<file path="src/hdl/dsid_defs.svh">
`ifndef DSID_DEFS_SVH
`define DSID_DEFS_SVH
// Instruction field positions
`define DSID_SHIFT_HI      11
`define DSID_SHIFT_LO      8
`define DSID_MODE_BIT      7
`define DSID_PORT_HI       10
`define DSID_PORT_LO       8
`define DSID_AUX_SEL_BIT   8
// Fixed whole-word codes
`define DSID_W_MAGNITUDE   16'h7F88
`define DSID_W_CLEAR_ACC   16'h7F89
`define DSID_W_ACC_PROD    16'h7F8F
`define DSID_W_POP         16'h7F9D
`define DSID_W_PUSH        16'h7F9C
`define DSID_W_CALL_ACC    16'h7F8C
`define DSID_W_RETURN      16'h7F8D
// Cycle counts
`define DSID_CYC_ONE       2'h1
`define DSID_CYC_TWO       2'h2
`define DSID_CYC_THREE     2'h3
`endif

</file>
<file path="src/hdl/dsid_pkg.sv">
`default_nettype none
package dsid_pkg;
	// Decoded operation
	typedef enum logic [5:0] {
		OP_NOP, OP_ADD_SH, OP_SUB_SH, OP_LOAD_ACC_SHIFTED, OP_STORE_UPPER_SHIFTED,
		OP_SUM_UPPER_WORD, OP_SUM_UNSIGNED_EXTEND, OP_SUBTRACT_UPPER_WORD, OP_SUBTRACT_UNSIGNED_EXTEND,
		OP_XOR, OP_AND, OP_OR, OP_CONDITIONAL_SUBTRACT, OP_CLEAR_THEN_LOAD_UPPER,
		OP_CLEAR_THEN_LOAD_LOWER, OP_MAGNITUDE_OF_ACC, OP_CLEAR_ACC, OP_STORE_LOWER_WORD,
		OP_LOAD_AUX_IMMEDIATE, OP_LOAD_ACC_IMMEDIATE, OP_LOAD_AUX_REG, OP_STORE_AUX_REG,
		OP_MODIFY_AUX_POINTER, OP_LOAD_PAGE_SELECT, OP_LOAD_PAGE_IMMEDIATE,
		OP_BRANCH, OP_BRANCH_AUX_NONZERO, OP_BRANCH_NONNEGATIVE, OP_BRANCH_POSITIVE,
		OP_BRANCH_NONPOSITIVE, OP_BRANCH_NEGATIVE, OP_BRANCH_NONZERO, OP_BRANCH_OVERFLOW,
		OP_BRANCH_ZERO, OP_BRANCH_POLL_LOW, OP_CALL_VIA_ACC, OP_CALL, OP_RETURN_OP,
		OP_MULTIPLY_IMMEDIATE, OP_MULTIPLY_MEMORY, OP_LOAD_MULTIPLICAND,
		OP_LOAD_MCAND_ACCUMULATE, OP_LOAD_MCAND_ACC_MOVE, OP_ACCUMULATE_PRODUCT,
		OP_POP, OP_PUSH, OP_PORT_IN, OP_PORT_OUT, OP_TABLE_READ, OP_TABLE_WRITE,
		OP_DATA_SHIFT_UP
	} dsid_op_type;

	// Decoder result carried as one word
	typedef struct packed {
		dsid_op_type op;
		logic        valid;
		logic [1:0]  words;
		logic [1:0]  cycles;
		logic        indirect;
		logic [7:0]  dataAddr;
		logic        usesMemory;
		logic [3:0]  shift;
		logic [12:0] immediate;
		logic        auxSelect;
		logic [2:0]  portSelectField;
		logic        hasTarget;
		logic [11:0] target;
	} dsid_decode_type;

	// Second-word tracking
	typedef enum logic {ST_FIRST, ST_SECOND} dsid_state_type;
endpackage
`default_nettype wire

</file>
<file path="src/hdl/dsp_instruction_decoder.sv">
// Contract
// RULE1: Top nibble picks add/sub/load with shift
// RULE2: Five bits pick shifted upper store
// RULE3: 0110_00xx give upper/unsigned add/sub
// RULE4: 0111_10xx give xor, and, or
// RULE5: Conditional subtract and clear-load forms, single cycle
// RULE6: Magnitude and clear are fixed words
// RULE7: 01010000 stores lower word, one cycle
// RULE8: Low byte immediate for two loads
// RULE9: Bit 8 selects auxiliary register
// RULE10: Modify pointer touches no operand
// RULE11: Page load from memory or LSB
// RULE12: Branches take two words, two cycles
// RULE13: Conditional branches each own opcode byte
// RULE14: Call via accumulator: one word, two cycles
// RULE15: Return one word; call two words
// RULE16: Leading 100 gives 13-bit multiply immediate
// RULE17: Multiply memory and load multiplicand decoded
// RULE18: Combined multiplicand loads decode single cycle
// RULE19: Stack moves take two cycles
// RULE20: Port in/out with 3-bit port field
// RULE21: Table read/write take three cycles
// RULE22: Data move copies to next address
// RULE23: Direct address is page plus seven bits
// RULE24: Indirect address from selected auxiliary register
// RULE25: Unknown words act as single-cycle no-op
`timescale 1ns/1ps
`default_nettype none
`include "dsid_defs.svh"
module dsp_instruction_decoder
	import dsid_pkg::*;
(
	input  wire logic             mclk,
	input  wire logic             resetn,
	input  wire logic             instrValid,
	input  wire logic [15:0]      instrWord,
	input  wire logic             pagePointer,
	input  wire logic             auxSelectPointer,
	input  wire logic [7:0]       auxReg0Low,
	input  wire logic [7:0]       auxReg1Low,
	output var  dsid_decode_type  decodeOut,
	output var  logic             secondWordPending
);
	// Word tracking state; ST_SECOND means the next taken word is a target
	dsid_state_type  state_reg;
	// Decode of a first word waiting for its second
	// Kept whole so the address inputs of the first word's cycle are reported
	dsid_decode_type held_reg;
	// Combinational decode of the current word
	dsid_decode_type firstDecode;

	// Classify a word and fill every field it carries
	// Tests run from the wide opcode groups through the fixed words to the byte-wide opcodes, so the
	// order matters: a fixed word must never be caught by a prefix test above
	// it. Anything left over ends as a one-cycle no-op.
	function automatic dsid_decode_type decode_word(input logic [15:0] w, input logic page,
		input logic aux_select_pointer, input logic [7:0] ar0, input logic [7:0] ar1);
		dsid_decode_type d;
		// Most opcodes read a data operand; immediate and fixed forms clear this
		logic memOp;
		// Defaults: one word, one cycle, raw fields copied out
		d = '0;
		memOp = 1'b1;
		d.op = OP_NOP;
		d.valid = 1'b1;
		d.words = 2'h1;
		d.cycles = `DSID_CYC_ONE;
		d.indirect = w[`DSID_MODE_BIT];
		d.auxSelect = w[`DSID_AUX_SEL_BIT];
		d.portSelectField = w[`DSID_PORT_HI:`DSID_PORT_LO];
		// RULE1 shifted accumulator group
		if (w[15:12] == 4'h0) begin
			// Shift code sits right below the opcode nibble
			d.op = OP_ADD_SH;
			d.shift = w[`DSID_SHIFT_HI:`DSID_SHIFT_LO];
		end else if (w[15:12] == 4'h1) begin
			d.op = OP_SUB_SH;
			d.shift = w[`DSID_SHIFT_HI:`DSID_SHIFT_LO];
		end else if (w[15:12] == 4'h2) begin
			d.op = OP_LOAD_ACC_SHIFTED;
			d.shift = w[`DSID_SHIFT_HI:`DSID_SHIFT_LO];
		// RULE16 multiply by 13-bit immediate
		end else if (w[15:13] == 3'h4) begin
			// Leading 100 covers an eighth of all codes
			d.op = OP_MULTIPLY_IMMEDIATE;
			d.immediate = w[12:0];
			memOp = 1'b0;
		// RULE2 shifted upper store, 3-bit shift
		end else if (w[15:11] == 5'h0B) begin
			d.op = OP_STORE_UPPER_SHIFTED;
			// Three-bit shift widened to the common field
			d.shift = {1'b0, w[10:8]};
		// RULE20 port transfers, two cycles
		end else if (w[15:12] == 4'h4) begin
			// Bit 11 tells output from input
			d.op = w[11] ? OP_PORT_OUT : OP_PORT_IN;
			d.cycles = `DSID_CYC_TWO;
		// RULE9 auxiliary register load/store
		end else if (w[15:9] == 7'h1C) begin
			// Register select stays in the raw copy of bit 8
			d.op = OP_LOAD_AUX_REG;
		end else if (w[15:9] == 7'h18) begin
			d.op = OP_STORE_AUX_REG;
		// RULE8 auxiliary immediate in low byte
		end else if (w[15:9] == 7'h38) begin
			d.op = OP_LOAD_AUX_IMMEDIATE;
			d.immediate = {5'h00, w[7:0]};
			memOp = 1'b0;
		end else if (w == `DSID_W_MAGNITUDE) begin
			// RULE6 fixed magnitude word
			d.op = OP_MAGNITUDE_OF_ACC;
			memOp = 1'b0;
		end else if (w == `DSID_W_CLEAR_ACC) begin
			// RULE6 fixed clear word
			d.op = OP_CLEAR_ACC;
			memOp = 1'b0;
		end else if (w == `DSID_W_ACC_PROD) begin
			// Product added to accumulator, no operand
			d.op = OP_ACCUMULATE_PRODUCT;
			memOp = 1'b0;
		end else if (w == `DSID_W_POP || w == `DSID_W_PUSH) begin
			// RULE19 stack moves two cycles
			d.op = (w == `DSID_W_POP) ? OP_POP : OP_PUSH;
			d.cycles = `DSID_CYC_TWO;
			memOp = 1'b0;
		end else if (w == `DSID_W_CALL_ACC) begin
			// RULE14 call via accumulator, one word
			d.op = OP_CALL_VIA_ACC;
			// Target comes from the accumulator, not a second word
			d.cycles = `DSID_CYC_TWO;
			memOp = 1'b0;
		end else if (w == `DSID_W_RETURN) begin
			// RULE15 return, one word two cycles
			d.op = OP_RETURN_OP;
			d.cycles = `DSID_CYC_TWO;
			memOp = 1'b0;
		end else if (w[15:8] == 8'h6E && w[7:1] == 7'h00) begin
			// RULE11 immediate page from the LSB
			d.op = OP_LOAD_PAGE_IMMEDIATE;
			// Only the LSB carries the new page
			d.immediate = {12'h000, w[0]};
			memOp = 1'b0;
		end else if (w[15:12] == 4'hF && w[7:0] == 8'h00) begin
			// RULE12 branch family, two words
			d.words = 2'h2;
			d.cycles = `DSID_CYC_TWO;
			d.hasTarget = 1'b1;
			// Target arrives with the next taken word
			memOp = 1'b0;
			// RULE13 each condition by its byte
			case (w[11:8])
				4'h9:    d.op = OP_BRANCH;
				4'h4:    d.op = OP_BRANCH_AUX_NONZERO;
				4'hD:    d.op = OP_BRANCH_NONNEGATIVE;
				4'hC:    d.op = OP_BRANCH_POSITIVE;
				4'hB:    d.op = OP_BRANCH_NONPOSITIVE;
				4'hA:    d.op = OP_BRANCH_NEGATIVE;
				4'hE:    d.op = OP_BRANCH_NONZERO;
				4'h5:    d.op = OP_BRANCH_OVERFLOW;
				4'hF:    d.op = OP_BRANCH_ZERO;
				4'h6:    d.op = OP_BRANCH_POLL_LOW;
				// RULE15 immediate call carries its target
				4'h8:    d.op = OP_CALL;
				// Unused condition codes fall to the no-op below
				default: d.op = OP_NOP;
			endcase
		end else begin
			// Byte-wide opcodes with memory operand, except 7E and 68
			case (w[15:8])
				// RULE3 upper and unsigned add/sub
				8'h60:   d.op = OP_SUM_UPPER_WORD;
				8'h61:   d.op = OP_SUM_UNSIGNED_EXTEND;
				8'h62:   d.op = OP_SUBTRACT_UPPER_WORD;
				8'h63:   d.op = OP_SUBTRACT_UNSIGNED_EXTEND;
				// RULE5 conditional subtract and clear-loads
				8'h64:   d.op = OP_CONDITIONAL_SUBTRACT;
				8'h65:   d.op = OP_CLEAR_THEN_LOAD_UPPER;
				8'h66:   d.op = OP_CLEAR_THEN_LOAD_LOWER;
				// RULE4 logical group
				8'h78:   d.op = OP_XOR;
				8'h79:   d.op = OP_AND;
				8'h7A:   d.op = OP_OR;
				// RULE7 lower word store
				8'h50:   d.op = OP_STORE_LOWER_WORD;
				// RULE10 pointer update only
				8'h68:   d.op = OP_MODIFY_AUX_POINTER;
				// RULE11 page from memory
				8'h6F:   d.op = OP_LOAD_PAGE_SELECT;
				// RULE17 multiply and multiplicand load
				8'h6D:   d.op = OP_MULTIPLY_MEMORY;
				8'h6A:   d.op = OP_LOAD_MULTIPLICAND;
				// RULE18 combined loads
				8'h6C:   d.op = OP_LOAD_MCAND_ACCUMULATE;
				8'h6B:   d.op = OP_LOAD_MCAND_ACC_MOVE;
				// RULE22 data move upward
				8'h69:   d.op = OP_DATA_SHIFT_UP;
				// RULE8 immediate load; operand taken below
				8'h7E:   d.op = OP_LOAD_ACC_IMMEDIATE;
				// RULE21 table moves; cycles set below
				8'h67:   d.op = OP_TABLE_READ;
				8'h7D:   d.op = OP_TABLE_WRITE;
				// Status and control words not listed here
				default: d.op = OP_NOP;
			endcase
			// RULE8 accumulator immediate in low byte
			if (d.op == OP_LOAD_ACC_IMMEDIATE) begin
				d.immediate = {5'h00, w[7:0]};
				memOp = 1'b0;
			end
			// RULE21 table moves three cycles
			if (d.op == OP_TABLE_READ || d.op == OP_TABLE_WRITE) begin
				d.cycles = `DSID_CYC_THREE;
			end
			// RULE10 no operand access
			if (d.op == OP_MODIFY_AUX_POINTER) begin
				memOp = 1'b0;
			end
		end
		// RULE25 unknown word is a plain no-op
		if (d.op == OP_NOP) begin
			// Wipe every field so no stale operand reaches the core
			d = '0;
			d.op = OP_NOP;
			d.valid = 1'b1;
			d.words = 2'h1;
			d.cycles = `DSID_CYC_ONE;
			memOp = 1'b0;
		end
		// Report operand use so the core knows whether to touch data memory
		d.usesMemory = memOp;
		// Mode bit only means something when there is an operand
		if (!memOp) begin
			d.indirect = 1'b0;
		end
		// RULE24 indirect address from selected register
		if (memOp && d.indirect) begin
			d.dataAddr = aux_select_pointer ? ar1 : ar0;
		// RULE23 direct: page bit over seven bits
		end else if (memOp) begin
			d.dataAddr = {page, w[6:0]};
		end
		// Non-memory forms keep a zero address
		return d;
	endfunction

	// Decode the current word
	// Pure function of the inputs; pointer and registers are sampled with it
	always_comb begin
		firstDecode = decode_word(instrWord, pagePointer, auxSelectPointer, auxReg0Low, auxReg1Low);
	end

	// Word tracking: a two-word op waits for its target word
	// A gap between the two words is allowed; the state simply waits
	always_ff @(posedge mclk or negedge resetn) begin
		if (!resetn) begin
			// Reset drops any half-taken branch
			state_reg <= ST_FIRST;
			held_reg <= '0;
		end else if (instrValid) begin
			case (state_reg)
				ST_FIRST: begin
					if (firstDecode.words == 2'h2) begin
						state_reg <= ST_SECOND;
						// Remember the first word whole
						held_reg <= firstDecode;
					end
				end
				ST_SECOND: begin
					// Whatever arrives now is the target word
					state_reg <= ST_FIRST;
				end
				// Unreachable state: start over
				default: state_reg <= ST_FIRST;
			endcase
		end
	end

	// Registered result; two-word ops emerge with their target
	always_ff @(posedge mclk or negedge resetn) begin
		// decodeOut is all zero except in the cycle after a decode
		if (!resetn) begin
			decodeOut <= '0;
			secondWordPending <= 1'b0;
		end else begin
			// Default: a result stands for one cycle only
			decodeOut <= '0;
			secondWordPending <= 1'b0;
			if (instrValid && state_reg == ST_SECOND) begin
				// RULE12 second word: four zeros then target
				// Top nibble of the target word is not checked
				decodeOut <= held_reg;
				decodeOut.target <= instrWord[11:0];
			end else if (instrValid && firstDecode.words == 2'h2) begin
				// First of two words: nothing to report yet
				secondWordPending <= 1'b1;
			end else if (instrValid) begin
				// One-word op reported at once
				decodeOut <= firstDecode;
			end else begin
				// Idle cycle: keep showing a pending target
				secondWordPending <= (state_reg == ST_SECOND);
			end
		end
	end
endmodule
`default_nettype wire

</file>
<file path="config.mk">
export PLATFORM = sky130hd
export DESIGN_NAME = dsp_instruction_decoder
export DESIGN_NICKNAME = d
export VERILOG_FILES = /design/src/hdl/dsid_pkg.sv /design/src/hdl/dsp_instruction_decoder.sv
export VERILOG_INCLUDE_DIRS = /design/src /design/src/hdl
export SDC_FILE = /design/constraint.sdc
export NUM_CORES = 1
export LEC_CHECK = 0
export BUFFER_PORTS_ARGS = -buffer_cell sky130_fd_sc_hd__buf_2
export CAP_MARGIN = 20
export CELL_PAD_IN_SITES_DETAIL_PLACEMENT = 1
export CELL_PAD_IN_SITES_GLOBAL_PLACEMENT = 2
export CORE_UTILIZATION = 38
export DETAILED_ROUTE_END_ITERATION = 16
export PLACE_DENSITY_LB_ADDON = 0.12
export REMOVE_ABC_BUFFERS = 1
export SKIP_LAST_GASP = 1
export SLEW_MARGIN = 20
export SYNTH_ARGS = -nofsm -noshare
export SYNTH_HDL_FRONTEND = slang
export SYNTH_SLANG_ARGS = --single-unit
</file>
<file path="constraint.sdc">
create_clock -name mclk -period 2.2 [get_ports mclk]
set_input_delay 0.44 -clock mclk [delete_from_list [all_inputs] [get_ports mclk]]
set_output_delay 0.44 -clock mclk [all_outputs]
set_load 0.005 [all_outputs]
</file>
# Yosys cells after proc, flatten, opt, wreduce, memory -nomap -nowiden
# Memory sizes are Yosys's and may differ from the RTL's.
# Cells that the tools add are included.
[totals]
elab_cells = 217
inputBits = 37
register_bits = 100
mem_bits_ro = 96
mem_count = 1
[classes]
mux = 133
n_reduce_logical = 12
n_eq_ne = 43
n_bitwise = 1
[mem_list]
columns = ["name", "words", "width", "read_ports", "rd_clocked_by_memory_dff", "write_ports", "line_no", "rtl"]
rows = [
  ["(name not given)", 16, 6, 1, 0, 0, "dsp_instruction_decoder.sv:151", "case (w[11:8])"],
]
[ops]
columns = ["cell", "n"]
rows = [
  ["$mux 55", 4],
  ["$mux 6", 34],
  ["$eq 8x7->1 const B", 22],
  ["$mux 8", 17],
  ["$pmux 6 s21", 1],
  ["$eq 16x15->1 const B", 7],
  ["$mux 4", 15],
  ["$mux 13", 4],
  ["$mux 1", 44],
  ["$mux 2", 11],
  ["$eq 7x5->1 const B", 2],
  ["$eq 6x5->1 const B", 2],
  ["$eq 6x6->1 const B", 2],
  ["$logic_not 8->1", 1],
  ["$eq 7x6->1 const B", 1],
  ["$logic_not 7->1", 1],
  ["$logic_not 6->1", 1],
  ["$mux 3", 2],
  ["$eq 5x4->1 const B", 1],
  ["$logic_and 1x1->1", 5],
  ["$eq 4x1->1 const B", 1],
  ["$eq 4x2->1 const B", 1],
  ["$eq 4x3->1 const B", 1],
  ["$eq 4x4->1 const B", 1],
  ["other kinds (7)", 8],
]

# Depth between registers and ports, before layout
# Gate-level depths: netlist (run 1).
[logic_depth]
word_depth = 46
mapped_depth = 13
mapped_depth_nobuf = 10

# Worst setup path before layout (run 1)
# Ideal clock, no wire load.
[synth_timing]
kind = "input -> register"
startpoint = "input instrWord[8]"
endpoint = "register held_reg[15] in the netlist's numbering"
setup_ns = 0.127
setup_slack_ns = -1.023
required_time_ns = 2.073
stages = 12
arrival_time_ns = 3.096
path_cell_list = "inv_1 > ha_1 > clkbuf_1 > o32a_1 > and3_1 > o311a_1 > a21oi_2 > or4b_1 > buf_2 > o21ai_4 > buf_6 > mux2_1"
[synth_via]
elab_chain_cells = 40
[synth_lines]
columns = ["element", "line_no", "rtl"]
rows = [
  ["start: declaration", "dsp_instruction_decoder.sv:36", "input wire logic [15:0] instrWord,"],
  ["$eq 8x7->1", "dsp_instruction_decoder.sv:169", "case (w[15:8])"],
  ["$pmux 6 s21", "dsp_instruction_decoder.sv:169", ""],
  ["$mux 6", "dsp_instruction_decoder.sv:143", "end else if (w[15:12] == 4'hF && w[7:0] == 8'h00) begin"],
  ["$mux 6", "dsp_instruction_decoder.sv:137", "end else if (w[15:8] == 8'h6E && w[7:1] == 7'h00) begin"],
  ["$mux 6", "dsp_instruction_decoder.sv:132", "end else if (w == `DSID_W_RETURN) begin"],
  ["$mux 6", "dsp_instruction_decoder.sv:126", "end else if (w == `DSID_W_CALL_ACC) begin"],
  ["$mux 6", "dsp_instruction_decoder.sv:121", "end else if (w == `DSID_W_POP || w == `DSID_W_PUSH) begin"],
  ["$mux 6", "dsp_instruction_decoder.sv:117", "end else if (w == `DSID_W_ACC_PROD) begin"],
  ["(+24 left out)", "n/a", ""],
  ["$mux 6", "dsp_instruction_decoder.sv:83", "end else if (w[15:13] == 3'h4) begin"],
  ["$mux 6", "dsp_instruction_decoder.sv:79", "end else if (w[15:12] == 4'h2) begin"],
  ["$mux 6", "dsp_instruction_decoder.sv:76", "end else if (w[15:12] == 4'h1) begin"],
  ["$mux 6", "dsp_instruction_decoder.sv:72", "if (w[15:12] == 4'h0) begin"],
  ["$logic_not 6->1", "dsp_instruction_decoder.sv:220", "if (d.op == OP_NOP) begin"],
  ["$mux 55 (*)", "dsp_instruction_decoder.sv:220", ""],
  ["$eq 2x2->1", "dsp_instruction_decoder.sv:262", "if (firstDecode.words == 2'h2) begin"],
  ["$reduce_and 3->1 (no line)", "n/a", ""],
  ["end signal: assignment", "dsp_instruction_decoder.sv:265", "held_reg <= firstDecode;"],
  ["end: declaration", "dsp_instruction_decoder.sv:48", "dsid_decode_type held_reg;"],
]
# Every way passes the cells marked *; elsewhere a longest branch is shown, timed or not. The select of a mux whose other input is x is not followed.
# A chain may end at the register's enable or synchronous reset.

# Worst setup path after layout (run 1)
[layout_timing]
startpoint = "input instrWord[5]"
endpoint = "register held_reg[21] in the netlist's numbering"
[layout_via]
elab_chain_cells = 23
[layout_lines]
columns = ["element", "line_no"]
rows = [
  ["$logic_not 8->1", "dsp_instruction_decoder.sv:143"],
  ["$logic_and 1x1->1", "dsp_instruction_decoder.sv:143"],
  ["$mux 6", "dsp_instruction_decoder.sv:143"],
  ["$mux 6", "dsp_instruction_decoder.sv:137"],
  ["$mux 6", "dsp_instruction_decoder.sv:132"],
  ["$mux 6", "dsp_instruction_decoder.sv:126"],
  ["$mux 6", "dsp_instruction_decoder.sv:121"],
  ["$mux 6", "dsp_instruction_decoder.sv:117"],
  ["(+7 left out)", "n/a"],
  ["$mux 6", "dsp_instruction_decoder.sv:83"],
  ["$mux 6", "dsp_instruction_decoder.sv:79"],
  ["$mux 6", "dsp_instruction_decoder.sv:76"],
  ["$mux 6", "dsp_instruction_decoder.sv:72"],
  ["$logic_not 6->1", "dsp_instruction_decoder.sv:220"],
  ["$mux 55 (*)", "dsp_instruction_decoder.sv:220"],
  ["$eq 2x2->1", "dsp_instruction_decoder.sv:262"],
  ["$reduce_and 3->1 (no line)", "n/a"],
]
# Every way passes the cells marked *; elsewhere a longest branch is shown, timed or not.

==> results of run 1 <==
==> metal layers <==
layer	global-route usage	vias up	share of wire
met5	0	-	0
met4	0.139	0	0.038
met3	0.0575	40	0.049
met2	0.465	132	0.49
met1	0.343	2378	0.42
li1	-	2180	-
==> power groups by stage <==
stage               Combinational, W  Clock, W  Sequential, W
floorplan                   0.000189         0        0.00185
global placement            0.000556         0        0.00184
detailed placement          0.000569         0        0.00184
CTS                         0.000683   0.00147        0.00181
global route                0.000782   0.00152        0.00181
finish                      0.000727   0.00143        0.00181
==> synth_stat cells, types with 3 or more instances <==
cell type  count  share of area
nand3_1       11          0.011
and3_1        16          0.020
nor2b_1       13          0.017
a21o_1         6         0.0092
nand4_1        7         0.0089
mux2_2         3         0.0069
o311a_1        5          0.010
a22oi_1        5         0.0076
nor4b_1        3         0.0053
o21ai_0       20          0.020
clkbuf_1      23          0.018
a211oi_1       3         0.0046
ha_1           6          0.015
a21oi_1       16          0.016
nand2b_1      11          0.014
mux2i_1       11          0.022
buf_6          3         0.0069
o21a_1         3         0.0046
nor2_1        29          0.022
and2_1        34          0.043
a22o_1        21          0.037
clkbuf_2       3         0.0031
nand2_1       34          0.026
nor3b_1        4         0.0061
mux2_1         5          0.011
inv_1          8         0.0061
nor4bb_1       3         0.0061
buf_2          5         0.0051
a31oi_1        3         0.0038
buf_4          5         0.0076
and4_1         3         0.0053
nor3_1         6         0.0061
dfrtp_1       96           0.49
o31ai_1        4         0.0061
==> repair_timing <==
item	in CTS	in global routing
cloned	3	1
pin swaps	33	34
setup endpoints to repair	71	71
resized for setup	96	61
buffers inserted	20	4
==> stage by stage <==
step                      cells  hold WS (ps)
after floorplan             441           144
after global placement      830           438
after detailed placement    830           444
after CTS                   866          68.7
after global routing        871          96.5
final                       871          60.7
==> how the worst max path moves through the flow <==
stage / endpoint
final: held_reg[21]
after global routing: held_reg[29]
after CTS: held_reg[53]
after detailed placement: held_reg[13]
after global placement: held_reg[13]
after floorplan: held_reg[13]
==> cells in the final DEF (no fill, tap or decap), drive strengths merged, types with 5 or more instances in the layout <==
cell and count:
buf 239, dfrtp 96, and2 35, nand2 34
nor2 29, o21ai 22, a22o 21, and3 17
a21oi 17, nor2b 13, mux2i 11, clkbuf 11
nand2b 11, nand3 11, inv 9, mux2 8
nand4 7, a21o 6, ha 6, nor3 6
a22oi 5, o311a 5
==> cell families (layout without fill, tap and decap cells) <==
kind of cell    after synthesis  count (layout)  synth area share
fa+ha+maj                     7               7            0.0173
buf+inv                      49             264            0.0479
simple gates                192             192             0.223
mux                          19              19            0.0407
flops                        96              96             0.489
compound gates              117             119             0.178
xor+xnor                      2               2           0.00357
==> final cells by class <==
| type | count | area, sq um |
|---|---|---|
| clock buffers | 10 | 229 |
| clock inverters | 5 | 33.8 |
| fillers | 1413 | 5180 |
| inverters | 8 | 45.0 |
| multi-input cells | 339 | 2710 |
| flip-flops and latches | 96 | 2400 |
| well taps | 172 | 215 |
| repair buffers | 241 | 1800 |
==> reports/results.ini, run 1 <==
[status]
status = finished, violations left
violations = setup timing

[final_layout]
largest_reg_flops = 53
stdcell_area_sq_um = 7440
fin_nets = 738
num_antenna_cells = 0
syn2layout_area_growth_pct = 51.3
finish.utilization = 0.589
drive_gt1_frac = 0.482

[critical_path]
r2r_cells = 6
cp_top_family = simple AND/OR/NAND/NOR gates
worst_setup_path_start_kind = primary input
crit_top_cell = buf_6
worstSetupPathType = in -> reg
cp-startpoint = instrWord[5]
r2r_end = decodeOut[38]
crit_cells = 13
worstPathRequired_ps = 2490
slowest_stage = or4b_4
path_buf_inv = 5
crit_fanout = 6
r2r-start = state_reg
crit_arrival_ps = 3150
path_cells = buf_2 > buf_4 > and4bb_2 > and4_1 > and2_1 > a221oi_2 > nand4bb_1 > or4b_4 > buf_6 > o21ai_4 > buf_6 > buf_6 > and2_4
regToRegSetupSlack_ps = 170
end_kind = flop
slowest_delay_ps = 590

[power]
power.leakage_nw = 3.81
power_frac_comb = 0.183
p_seq_frac = 0.456
p_sw_w = 0.00106
power_w = 0.00396
p_clk_frac = 0.360
power.density_nw_per_um2 = 533
switching_share = 0.269
intPower_w = 0.00290
vdd.ir_drop.worst_uv = 376

[floorplanning]
start_util = 0.389
io_pins = 93
rows = 41
core-area_sq_um = 12600
dieArea_sq_um = 13400
fp.dieH_um = 116
die_w_um = 116

[global_route]
grt_use_total = 0.279
grt_pass1_vias = 5030
overflow = 0
grt_pass1_wl_mm = 27.6
grt_max_degree = 41
antenna_found_initial = 0

[clock_network]
cts_tree = built
hold_buffers = 0
cts_buffers = 9
root_buffer = clkbuf_16
clkSlewWorstSetupHoldPaths_ps = 60
clockBufferDepth = 2
clk_latency_ps = 350
cts_max_level = 3
clock_sinks = 96

[drt]
postRouteAntennaNets = 0
drt_iter0_markers = 226
wl_per_cell_um = 20.6
wirelength_mm = 17.9
vias = 4730
drc_errors = 0
firstDrtPassIters = 4
vias_per_cell = 5.43

[synthesis]
synthCells = 482
yosysWarnings = 0
ys.flop_type = dfrtp_1
synth_edf_count = 0
ys_seq_area_frac = 0.489
syn_avg_cell_area_sq_um = 10.2
netlist_area_sq_um = 4910
async_reset_ff_frac = 1.00
yosysUniqueCellTypes = 73
ys_ff_latch = 96

[placement]
pre_cts_ws_ps = -1620
dp_hpwl_mm = 12.6
portBuffers = 92
postPlaceCellArea_sq_um = 6340
place_congestion = 0.953

[job]
cap_violations = 0

[sta]
drv_slew = 0
grt_setup_unrepaired = yes
hold_violations = 0
layout_setup_ws_ps = -664
min_period_ps = 2860
worst_pin_slew_ps = 577
period_share = 1.30
setup_violations = 61
clock_skew_ps = 4.35
max_clock_freq_ghz = 0.349
relSlewSlack = 0.614
fin_tns_setup_ps = -34700

[worst_hold_path]
hold_path.class = in -> async

No activity file was read; power rests on OpenSTA's default activity.
==> run 2: changes to the inputs <==
--- a/config.mk
+++ b/config.mk
@@ -6,11 +6,12 @@
 export SDC_FILE = /design/constraint.sdc
 export NUM_CORES = 1
 export LEC_CHECK = 0
+export ABC_AREA = 1
 export BUFFER_PORTS_ARGS = -buffer_cell sky130_fd_sc_hd__buf_2
 export CAP_MARGIN = 20
 export CELL_PAD_IN_SITES_DETAIL_PLACEMENT = 1
 export CELL_PAD_IN_SITES_GLOBAL_PLACEMENT = 2
-export CORE_UTILIZATION = 38
+export CORE_UTILIZATION = 35
 export DETAILED_ROUTE_END_ITERATION = 16
 export PLACE_DENSITY_LB_ADDON = 0.12
 export REMOVE_ABC_BUFFERS = 1
==> run 2 against run 1 <==
Net effect:
- the flow still finishes with violations (setup timing)
- routed wire length up 11%
- via count is 18% higher
- design area rose by 11%
- fmax rose by 14%
- setup slack better by 360 ps
- global-route usage fell by 1.4 points
- critical path depth grew 6
- worst hold slack improved by 380 ps
- sequential power about the same
- non-clock buffer count rose by 25
- critical path type unchanged
- largest power group unchanged
==> reports/results.ini, run 2 <==
[floorplanning]
dieArea_sq_um = 15500
die_w_um = 125
io_pins = 93
core-area_sq_um = 14600
start_util = 0.360
rows = 44
fp.dieH_um = 125

[sta]
max_clock_freq_ghz = 0.400
layout_setup_ws_ps = -302
holdWs_ps = 438
clock_skew_ps = 9.58
hold_violations = 0
min_period_ps = 2500
setup_violations = 66
grt_setup_unrepaired = yes
relSlewSlack = 0.658
drv_slew = 0
worst_pin_slew_ps = 508
period_share = 1.14

[critical_path]
cp-startpoint = instrWord[12]
crit_fanout = 14
worst_setup_path_start_kind = primary input
endpoint = held_reg[50]
r2r-start = state_reg
path_buf_inv = 4
cp_top_family = simple AND/OR/NAND/NOR gates
crit_top_cell = nand2_1
r2r_cells = 6
end_kind = flop
slowest_stage = buf_8
regToRegSetupSlack_ps = 740
r2r_end = held_reg[30]
worstSetupPathType = in -> reg
crit_cells = 19
slowest_delay_ps = 170
path_cells = clkbuf_4 > inv_2 > nand2_4 > nor2_4 > buf_4 > nand2_2 > nand3_2 > nor3_2 > nand2_1 > nor2_1 > nand4_1 > nor2_2 > nand2_1 > nor2_2 > nand3_4 > nand3_4 > buf_8 > nand2_1 > o21ai_1
crit_arrival_ps = 2760
worstPathRequired_ps = 2450

[global_route]
grt_pass1_wl_mm = 32.2
overflow = 0
grt_pass1_vias = 6076
grt_use_total = 0.265
antenna_found_initial = 0
grt_max_degree = 59

[synthesis]
yosysUniqueCellTypes = 46
synth.area.top_cells = dfrtp_1, nand2_1, inv_1
ys_ff_latch = 96
ys.flop_type = dfrtp_1
ys_seq_area_frac = 0.457
ys_top_cells_by_count = nand2_1, dfrtp_1, inv_1
synth_top_area_frac = 0.457
synth_edf_count = 0
synth_most_common_cell = nand2_1
netlist_area_sq_um = 5260
yosysTopAreaCell = dfrtp_1
syn_avg_cell_area_sq_um = 7.82
async_reset_ff_frac = 1.00
synthCells = 672
yosysWarnings = 0

[final_layout]
layout_common_cells = buf_4, nand2_1, dfrtp_1
num_antenna_cells = 0
syn2layout_area_growth_pct = 57.5
fin_nets = 970
drive_gt1_frac = 0.499
fin_cells = 1116
largest_reg_flops = 53
final_common_cell = buf_4

[drt]
firstDrtPassIters = 4
vias_per_cell = 4.98
wirelength_mm = 19.9
wl_per_cell_um = 17.8
drc_errors = 0
postRouteAntennaNets = 0
vias = 5559
drt_iter0_markers = 199

[placement]
dp_hpwl_mm = 14.2
dp.cells = 1052
portBuffers = 92
place_congestion = 0.901

[clock_network]
cts_max_level = 3
clock_sinks = 96
clkSlewWorstSetupHoldPaths_ps = 70
cts_tree = built
cts_buffers = 9
clockBufferDepth = 2
root_buffer = clkbuf_16
clk_latency_ps = 350

[worst_hold_path]
hold_path.class = in -> reg
hp-start = instrWord[10]

[power]
power.density_nw_per_um2 = 502
vdd.ir_drop.worst_uv = 326
power.leakage_nw = 4.64

[job]
cap_violations = 0

[status]
status = finished, violations left
violations = setup timing

[run 2: cell count changes in the layout (fill, tap and decap cells not counted), sizes merged, moves of 13 or more]
cell and change:
a22o -21, and2 -35, and3 -16, buf +25, inv +96, nand2 +147, nand3 +40, nand4 +17
nor2 +53, nor2b -13
[run 2: metrics by stage]
| stage | setup WS, ps | power [W] | utilization | cell area (sq um) | TNS, ps |
|---|---|---|---|---|---|
| finish | -302 | 0.00416 | 0.568 | 8280 | -14560 |
| floorplan | -481 | 0.00206 | - | 5110 | -23240 |
| global route | -478 | 0.00432 | 0.568 | 8280 | -27370 |
| CTS | -164 | 0.00412 | 0.535 | 7810 | -8500 |
| detailed placement | -993 | 0.00242 | 0.467 | 6820 | -62760 |
| global placement | -856 | 0.00241 | 0.467 | 6820 | -54730 |
[run 2: routing by layer]
metal / track usage / part of all wire / wire [um]
met1: 0.338 / 0.45 / 8900
met2: 0.453 / 0.50 / 9960
met3: 0.0344 / 0.026 / 517
met4: 0.101 / 0.027 / 529
met5: 0 / 0 / 0
[run 2: cell families after synthesis]
kind of cell / synth area share
simple gates: 0.320
flops: 0.457
compound gates: 0.107
fa+ha+maj: 0.0143
buf+inv: 0.101
[run 2: cell type report]
class,count,area [sq um]
Clock inverter,6,66.3
Timing Repair Buffer,266,2000
Fill cell,1744,6310
Multi-Input combinational cell,450,2940
Sequential cell,96,2400
Tap cell,184,230
Inverter,104,415
Clock buffer,10,229
[run 2: report_power, final]
part	internal, W	leakage [nW]	switching [W]
Combinational	0.000336	3.19	0.000414
Clock	0.000891	0.148	0.000709
Sequential	0.00180	1.30	0.0000103
Total	0.00303	4.64	0.00113
[run 2: worst min-delay path by stage]
stage / depth (start not counted) / to
2_1_floorplan: 0 / decodeOut[0]
3_3_place_gp: 1 / decodeOut[33]
3_5_place_dp: 1 / held_reg[31]
4_1_cts: 3 / decodeOut[15]
5_1_grt: 3 / decodeOut[15]
6_report: 3 / decodeOut[15]
[run 2: timing repair]
action,CTS,global route
cloned,3,1
pin swaps,31,49
endpoints found under the setup margin,74,74
hold endpoints to repair,11,0
gates resized for setup,113,128
buffers inserted,36,10
hold buffers,1,0
[run 2: worst register-to-register path, delay by kind of cell (launching register included)]
| family | cells | cell delay [ps] |
|---|---|---|
| buffers and inverters | 3 | 380 |
| flip-flops | 1 | 490 |
| AND/OR/NAND/NOR | 3 | 490 |
